[src/pkg/adc_seq_defines.svh]
// register offsets, field positions, reset values and timing counts
`ifndef ADC_SEQ_DEFINES_SVH
`define ADC_SEQ_DEFINES_SVH

`define ADDR_CTRL 8'h00
`define ADDR_STATUS 8'h04
`define ADDR_RESULT 8'h08
`define ADDR_INT_STAT 8'h0c
`define ADDR_INT_MASK 8'h10

`define CTRL_MODE_LSB 0
`define CTRL_RES_LSB 2
`define CTRL_ROUTE_BIT 7
`define CTRL_START_BIT 8
`define CTRL_STOP_BIT 9

`define MODE_SINGLE 2'h0
`define MODE_MULTI 2'h1
`define MODE_CONT 2'h2
`define MODE_TURBO 2'h3

`define RES_RESET 5'h10
`define RES_TURBO_MIN 5'h11
`define PRIME_LAST 2'h3

`define INT_EOC_BIT 0
`define INT_IGN_BIT 1
`define INT_W 2

`define CONV_CYCLES_DEF 16
`define RESULT_W 20

`endif

[src/pkg/adc_seq_pkg.sv]
// types shared by the conversion sequencer
`default_nettype none
package adc_seq_pkg;

  typedef enum logic [2:0] {
    ST_IDLE = 3'b001,
    ST_RESET = 3'b010,
    ST_RUN = 3'b100
  } seq_state_t;

  typedef struct packed {
    logic [7:0] addr;
    logic [31:0] wdata;
    logic wr;
    logic rd;
  } bus_req_t;

  typedef struct packed {
    logic route_dma;
    logic [4:0] res;
    logic [1:0] mode;
  } ctrl_t;

endpackage : adc_seq_pkg
`default_nettype wire

[src/core/conv_timer.sv]
// paces one modulator conversion, pulses at its end
`default_nettype none
module conv_timer #(
  parameter int CYCLES = 16
) (
  // clock and reset
  input wire logic mclk,
  input wire logic rst_n,
  // control and event
  input wire logic run,
  output logic conv_end
);

  localparam int CW = (CYCLES > 1) ? $clog2(CYCLES) : 1;
  localparam logic [CW-1:0] LAST = CW'(CYCLES - 1);

  logic [CW-1:0] cnt_q, cnt_d;
  logic end_d;

  always_comb begin
    cnt_d = '0;
    end_d = 1'b0;
    if (run) begin
      if (cnt_q == LAST) begin
        end_d = 1'b1;
      end else begin
        cnt_d = cnt_q + CW'(1);
      end
    end
  end

  always_ff @(posedge mclk or negedge rst_n) begin
    if (!rst_n) begin
      cnt_q <= '0;
      conv_end <= 1'b0;
    end else begin
      cnt_q <= cnt_d;
      conv_end <= end_d;
    end
  end

endmodule : conv_timer
`default_nettype wire

[src/core/adc_conv_seq.sv]
// conversion sequencer: modes, start trigger, end-of-conversion flag
`default_nettype none
`include "adc_seq_defines.svh"

// Function
// - turbo mode at 8 to 16 bits runs exactly like multi-sample mode.
// - turbo mode at 17 to 20 bits resets the decimator only once per run.
// - a rise on the start input begins a conversion.
// - continuous mode works with the start input left unconnected.
// - the done output goes high at the end of every conversion result.
// - the done output can feed either the interrupt or the DMA request.
// - every mode starts from the control start bit or the start input.
// - done sets a status bit and stays high until CPU or DMA reads.
// - single mode runs four conversions, reports the fourth, then idles.
// - multi mode re-primes between samples and restarts on its own.
module adc_conv_seq
  import adc_seq_pkg::*;
#(
  parameter int CONV_CYCLES = `CONV_CYCLES_DEF
) (
  // clock and reset
  input wire logic mclk,
  input wire logic rst_n,
  // register port
  input wire adc_seq_pkg::bus_req_t bus,
  output logic [31:0] rdata,
  // trigger and decimator
  input wire logic soc_pin,
  input wire logic [`RESULT_W-1:0] dec_data,
  output logic dec_rst,
  // done and requests
  input wire logic dma_ack,
  output logic eoc,
  output logic dma_req,
  output logic irq
);
  import adc_seq_pkg::*;

  seq_state_t state_q, state_d;
  ctrl_t ctrl_q, ctrl_d;
  logic [1:0] cnt_q, cnt_d;
  logic [`RESULT_W-1:0] result_q, result_d;
  logic [`INT_W-1:0] ist_q, ist_d, imask_q, imask_d;
  logic [31:0] rdata_d;
  logic soc_s1_q, soc_s2_q, soc_s3_q;
  logic eoc_d, dma_d, irq_d, drst_d;
  logic conv_end, sw_start, sw_stop, pin_start, start_req;
  logic result_ld, eoc_clr, rearm, keep_run;

  conv_timer #(.CYCLES(CONV_CYCLES)) u_timer (
    .mclk(mclk),
    .rst_n(rst_n),
    .run(state_q == ST_RUN),
    .conv_end(conv_end)
  );

  // start input synchroniser
  always_ff @(posedge mclk or negedge rst_n) begin
    if (!rst_n) begin
      soc_s1_q <= 1'b0;
      soc_s2_q <= 1'b0;
      soc_s3_q <= 1'b0;
    end else begin
      soc_s1_q <= soc_pin;
      soc_s2_q <= soc_s1_q;
      soc_s3_q <= soc_s2_q;
    end
  end

  always_comb begin
    sw_start = bus.wr && (bus.addr == `ADDR_CTRL) &&
               bus.wdata[`CTRL_START_BIT];
    sw_stop = bus.wr && (bus.addr == `ADDR_CTRL) &&
              bus.wdata[`CTRL_STOP_BIT];
    pin_start = soc_s2_q && !soc_s3_q;
    start_req = sw_start || pin_start;
    result_ld = (state_q == ST_RUN) && conv_end && (cnt_q == `PRIME_LAST);
    eoc_clr = dma_ack || (bus.rd && (bus.addr == `ADDR_RESULT));
    // re-prime between samples: multi, and turbo at low resolution
    rearm = (ctrl_q.mode == `MODE_MULTI) ||
            ((ctrl_q.mode == `MODE_TURBO) &&
             (ctrl_q.res < `RES_TURBO_MIN));
    // no reset between samples once primed
    keep_run = (ctrl_q.mode == `MODE_CONT) ||
               ((ctrl_q.mode == `MODE_TURBO) &&
                (ctrl_q.res >= `RES_TURBO_MIN));
  end

  // sequencer
  always_comb begin
    state_d = state_q;
    cnt_d = cnt_q;
    drst_d = 1'b0;
    case (state_q)
      ST_IDLE: begin
        if (start_req && !sw_stop) begin
          state_d = ST_RESET;
          drst_d = 1'b1;
        end
      end
      ST_RESET: begin
        cnt_d = 2'h0;
        state_d = ST_RUN;
      end
      ST_RUN: begin
        if (sw_stop) begin
          state_d = ST_IDLE;
        end else if (conv_end) begin
          if (cnt_q != `PRIME_LAST) begin
            cnt_d = cnt_q + 2'h1;
          end else if (rearm) begin
            state_d = ST_RESET;
            drst_d = 1'b1;
          end else if (!keep_run) begin
            state_d = ST_IDLE;
          end
        end
      end
      default: begin
        state_d = ST_IDLE;
        cnt_d = 2'h0;
      end
    endcase
  end

  // registers, flags and outputs
  always_comb begin
    ctrl_d = ctrl_q;
    imask_d = imask_q;
    result_d = result_q;
    ist_d = ist_q;
    rdata_d = 32'h0;
    if (bus.wr) begin
      case (bus.addr)
        `ADDR_CTRL: begin
          ctrl_d.mode = bus.wdata[`CTRL_MODE_LSB +: 2];
          ctrl_d.res = bus.wdata[`CTRL_RES_LSB +: 5];
          ctrl_d.route_dma = bus.wdata[`CTRL_ROUTE_BIT];
        end
        `ADDR_INT_STAT: ist_d = ist_q & ~bus.wdata[`INT_W-1:0];
        `ADDR_INT_MASK: imask_d = bus.wdata[`INT_W-1:0];
        default: ;
      endcase
    end
    if (result_ld) begin
      result_d = dec_data;
    end
    eoc_d = eoc && !eoc_clr;
    if (result_ld) begin
      eoc_d = 1'b1;
    end
    // set wins over a write-one clear
    if (result_ld && !ctrl_q.route_dma) begin
      ist_d[`INT_EOC_BIT] = 1'b1;
    end
    if (start_req && (state_q != ST_IDLE)) begin
      ist_d[`INT_IGN_BIT] = 1'b1;
    end
    dma_d = eoc_d && ctrl_d.route_dma;
    irq_d = |(ist_d & imask_d);
    if (bus.rd) begin
      case (bus.addr)
        `ADDR_CTRL: rdata_d = {24'h0, ctrl_q.route_dma, ctrl_q.res,
                               ctrl_q.mode};
        `ADDR_STATUS: rdata_d = {26'h0, cnt_q, eoc, state_q};
        `ADDR_RESULT: rdata_d = {12'h0, result_q};
        `ADDR_INT_STAT: rdata_d = {30'h0, ist_q};
        `ADDR_INT_MASK: rdata_d = {30'h0, imask_q};
        default: rdata_d = 32'h0;
      endcase
    end
  end

  always_ff @(posedge mclk or negedge rst_n) begin
    if (!rst_n) begin
      state_q <= ST_IDLE;
      cnt_q <= 2'h0;
      ctrl_q <= '{route_dma: 1'b0, res: `RES_RESET, mode: `MODE_SINGLE};
      imask_q <= '0;
      ist_q <= '0;
      result_q <= '0;
      rdata <= 32'h0;
      dec_rst <= 1'b0;
      eoc <= 1'b0;
      dma_req <= 1'b0;
      irq <= 1'b0;
    end else begin
      state_q <= state_d;
      cnt_q <= cnt_d;
      ctrl_q <= ctrl_d;
      imask_q <= imask_d;
      ist_q <= ist_d;
      result_q <= result_d;
      rdata <= rdata_d;
      dec_rst <= drst_d;
      eoc <= eoc_d;
      dma_req <= dma_d;
      irq <= irq_d;
    end
  end

  start_taken_a: assert property (@(posedge mclk) disable iff (!rst_n)
    (state_q == ST_IDLE && start_req && !sw_stop) |=>
      dec_rst && state_q == ST_RESET ##1 state_q == ST_RUN)
    else $error("start not taken from idle");

  start_ignored_a: assert property (@(posedge mclk) disable iff (!rst_n)
    (state_q == ST_RUN && start_req && !conv_end && !sw_stop) |=>
      state_q == ST_RUN && $stable(cnt_q) && ist_q[`INT_IGN_BIT])
    else $error("start disturbed a running sequence");

  eoc_set_a: assert property (@(posedge mclk) disable iff (!rst_n)
    result_ld |=> eoc && result_q == $past(dec_data))
    else $error("done not raised with result");

  eoc_hold_a: assert property (@(posedge mclk) disable iff (!rst_n)
    (eoc && !eoc_clr) |=> eoc)
    else $error("done dropped before read");

  single_four_a: assert property (@(posedge mclk) disable iff (!rst_n)
    (result_ld && ctrl_q.mode == `MODE_SINGLE && !sw_stop) |=>
      state_q == ST_IDLE && !dec_rst)
    else $error("single mode did not return to idle");

  multi_rearm_a: assert property (@(posedge mclk) disable iff (!rst_n)
    (result_ld && rearm && !sw_stop) |=>
      dec_rst ##1 (state_q == ST_RUN && cnt_q == 2'h0))
    else $error("multi mode did not re-prime");

  turbo_high_a: assert property (@(posedge mclk) disable iff (!rst_n)
    (result_ld && ctrl_q.mode == `MODE_TURBO &&
     ctrl_q.res >= `RES_TURBO_MIN && !sw_stop) |=>
      (state_q == ST_RUN && !dec_rst) ##1 !dec_rst)
    else $error("turbo high resolution reset between samples");

  turbo_low_a: assert property (@(posedge mclk) disable iff (!rst_n)
    (result_ld && ctrl_q.mode == `MODE_TURBO &&
     ctrl_q.res < `RES_TURBO_MIN && !sw_stop) |=> dec_rst)
    else $error("turbo low resolution not like multi");

  cont_run_a: assert property (@(posedge mclk) disable iff (!rst_n)
    (result_ld && ctrl_q.mode == `MODE_CONT && !sw_stop) |=>
      state_q == ST_RUN && cnt_q == `PRIME_LAST)
    else $error("continuous mode stopped");

  dma_route_a: assert property (@(posedge mclk) disable iff (!rst_n)
    dma_req == (eoc && ctrl_q.route_dma))
    else $error("dma request not following done");

endmodule : adc_conv_seq
`default_nettype wire

[config.mk]
export PLATFORM = sky130hd
export DESIGN_NAME = adc_conv_seq
export DESIGN_NICKNAME = d
export VERILOG_FILES = /design/src/pkg/adc_seq_pkg.sv /design/src/core/conv_timer.sv /design/src/core/adc_conv_seq.sv
export VERILOG_INCLUDE_DIRS = /design/src /design/src/pkg
export SDC_FILE = /design/constraint.sdc
export NUM_CORES = 1
export LEC_CHECK = 0
export ABC_AREA = 1
export BUFFER_PORTS_ARGS = -buffer_cell sky130_fd_sc_hd__buf_2
export CAP_MARGIN = 20
export CELL_PAD_IN_SITES_DETAIL_PLACEMENT = 1
export CELL_PAD_IN_SITES_GLOBAL_PLACEMENT = 1
export CORE_UTILIZATION = 40
export DETAILED_ROUTE_END_ITERATION = 16
export GPL_TIMING_DRIVEN = 1
export PLACE_DENSITY = 0.92
export SYNTH_ARGS = -nofsm -noshare
export SYNTH_HDL_FRONTEND = slang
export SYNTH_SLANG_ARGS = --single-unit
[constraint.sdc]
create_clock -name mclk -period 3.47 [get_ports mclk]
set_input_delay 0.694 -clock mclk [delete_from_list [all_inputs] [get_ports mclk]]
set_output_delay 0.694 -clock mclk [all_outputs]
set_load 0.03 [all_outputs]
==> impl_metrics.py <==
metrics = {
    "outcome": {
        "status": "completed",
    },
    "yosys": {
        "syn_inst": 331,
        "synth_commonest_cells": "nand2_1 (87), dfrtp_1 (67), inv_1 (40)",
        "yosysSeqAreaShare_pct": 56.9,
        "synth.avg_cell_area_um2": 9.19,
        "ys_async_sr_fraction_pct": 100,
        "synth_most_common_cell": "nand2_1",
        "ys_seq_elements": 69,
        "synth_cell_types": 28,
        "synth-edff-count": 0,
        "synth_top_cell_area_share_pct": 55.1,
        "synth_area_um2": 3040,
        "synth_ff_type": "dfrtp_1",
        "synth_top_cells_by_area": "dfrtp_1 (55%), nand2_1 (11%), nand3_1 (5.3%)",
        "synth_top_area_cell": "dfrtp_1",
        "yosys_warnings": 0,
    },
    "clock_network": {
        "cts_buffer_depth": 2,
        "worstSkewPairLatency_ns": 0.33,
        "cts_tree": "yes",
        "postCtsSetupRepairBufs": 0,
        "cts.clk_slew.worst_paths_ns": 0.07,
        "holdBufCountCts": 0,
        "clock-sinks": 69,
        "cts_resized": 0,
        "cts_root_buf": "clkbuf_8",
        "cts_htree_levels": 3,
        "cts_made_buffers": 9,
    },
    "sta": {
        "max_freq_mhz": 508,
        "finalSetupTns_ns": 0,
        "setup_violations": 0,
        "hold_violations": 0,
        "maxSlewViolCount": 0,
        "period_needed_ns": 1.97,
        "holdWs_ns": 0.352,
        "fin_ws_ns": 1.50,
        "fin_skew_ns": 0.0107,
        "finalCritPeriodShare_pct": 56.8,
        "slew_headroom_pct": 48.4,
        "rsz0062_at_grt": "no",
        "worstMarginPinSlew_ns": 0.774,
    },
    "finish": {
        "synthToLayoutAreaGrowth_pct": 18.8,
        "fin_area_um2": 3610,
        "num_antenna_cells": 0,
        "fin_cells": 508,
        "n_fill_cell": 907,
        "final_layout_size_suffix_gt1_share_pct": 24.9,
        "fin_nets": 472,
    },
    "global_routing": {
        "grt_max_degree": 37,
        "grt_pass1_vias": 2531,
        "track_usage_pct": 21.3,
        "grt_first_pass_wirelength_um": 12400,
        "grt_overflow_total": 0,
        "antenna_found_initial": 0,
    },
    "die": {
        "num_rows": 31,
        "die_y_um": 89.2,
        "initial_utilization_pct": 41.7,
        "dieArea_um2": 7950,
        "num_io_pins": 102,
        "die_w_um": 89.2,
        "coreArea_um2": 7290,
    },
    "routing": {
        "vias_per_cell": 4.78,
        "highest_layer": "met4",
        "drt_iter0_markers": 68,
        "vias": 2428,
        "wire_per_inst_um": 15.2,
        "wl_um": 7730,
        "ant_nets": 0,
        "route.detailed.drc": 0,
        "wl_met2_um": 4150,
        "met1_length_um": 3120,
        "dr_wl_met3_um": 236,
        "first_pass_iters": 4,
    },
    "placed_design": {
        "place_hpwl_um": 5690,
        "dpl-instance-area_um2": 3430,
        "port_buffers": 67,
        "place_ws_ns": 1.15,
        "post-place-cells": 492,
        "gp_congestion": 0.814,
    },
    "setup_path": {
        "crit_path_end_kind": "register",
        "cp.arrival_ns": 2.18,
        "critPathMaxFanout": 16,
        "setup.worst_path.start_class": "input port",
        "worstPathRequired_ns": 3.68,
        "crit_type": "in -> reg",
    },
    "power": {
        "ir_drop_mv": 0.172,
        "p_leak_nw": 2.02,
        "powerDensity_nw_per_um2": 452,
    },
    "job": {
        "max_cap_viol_count": 0,
    },
    "min_path": {
        "hold_class": "reg -> reg",
    },
}
-- metal layers --
metal  up-vias  global-route usage [%]
met5         -                       0
li1       1159                       -
met1      1196                    24.2
met4         0                    9.81
met2        58                    38.4
met3        15                    4.34
-- cell usage in the layout, fill, tap and decap left out, types with 3 or more instances in the layout --
| cell | netlist | routed |
|---|---|---|
| nand2_1 | 87 | 87 |
| dfrtp_1 | 67 | 67 |
| buf_2 | 4 | 67 |
| inv_1 | 40 | 40 |
| nand3_1 | 32 | 32 |
| nor2_1 | 31 | 31 |
| o21ai_0 | 21 | 21 |
| conb_1 | 1 | 12 |
| clkbuf_8 | 0 | 9 |
| mux2_4 | 7 | 7 |
| o21ai_1 | 3 | 3 |
| clkbuf_1 | 1 | 3 |
| buf_4 | 13 | 3 |
-- state kept, by name, indices dropped and copies added, names as in the netlist, 2 cells and up --
name           cells
result_q          20
cnt_q              2
rdata             20
imask_q            2
u_timer.cnt_q      4
ist_q              2
ctrl_q             8
state_q            3
-- cells by family after synthesis --
family / Yosys count / synth area share, %
AO/OA/AOI/OAI: 27 / 4.53
buffers and inverters: 59 / 9.42
XOR/XNOR: 1 / 0.288
multiplexers: 7 / 3.46
AND/OR/NAND/NOR: 165 / 24.5
adder cells (fa/ha/maj): 2 / 0.823
flip-flops: 69 / 56.9
other: 1 / 0.123
-- path summary, 6_finish.rpt --
check                                             from                 endpoint  slack, ns  cells past startpoint
worst max-delay path                           bus[41]        dma_req$_DFF_PN0_       1.50                      7
worst min-delay path                soc_s1_q$_DFF_PN0_       soc_s2_q$_DFF_PN0_       0.35                      0
worst max register to register  state_q[1]$_DFFE_PN0P_  result_q[0]$_DFFE_PN0P_       1.68                      7
worst min register to register      soc_s1_q$_DFF_PN0_       soc_s2_q$_DFF_PN0_       0.35                      0
max in group asynchronous                        rst_n    ctrl_q[6]$_DFFE_PN1N_       2.22                      2
min in group asynchronous                        rst_n      rdata[17]$_DFF_PN0_       0.43                      1
-- per-stage QoR --
step                      power, mW  utilization [%]
after floorplan               0.966                -
after global placement         1.02             47.0
after detailed placement       1.03             47.0
after CTS                      1.65             49.5
after global routing           1.70             49.5
final                          1.63             49.5
-- final cells by class --
cell class	count	area (um^2)	area share, %
Timing Repair Buffer	70	358	9.91
Clock buffer	12	135	3.74
Sequential cell	69	1730	47.9
Multi-Input combinational cell	214	1070	29.5
Tap cell	99	124	3.43
Inverter	40	150	4.16
Clock inverter	4	48.8	1.35
-- critical path: stages --
cell,delay (ns)
buf_2,0.11
nor2_1,0.13
nand2_1,0.13
inv_1,0.38
nand3_2,0.38
nand3b_1,0.26
a21oi_1,0.09
-- power by group --
| group | internal, mW | leakage [nW] | total (mW) | switching [mW] |
|---|---|---|---|---|
| sequential | 0.832 | 0.827 | 0.851 | 0.0196 |
| combinational | 0.0500 | 1.10 | 0.167 | 0.117 |
| clock | 0.332 | 0.0943 | 0.616 | 0.284 |
| total | 1.21 | 2.02 | 1.63 | 0.420 |
Note: power is estimated with default switching activity, not from simulation.
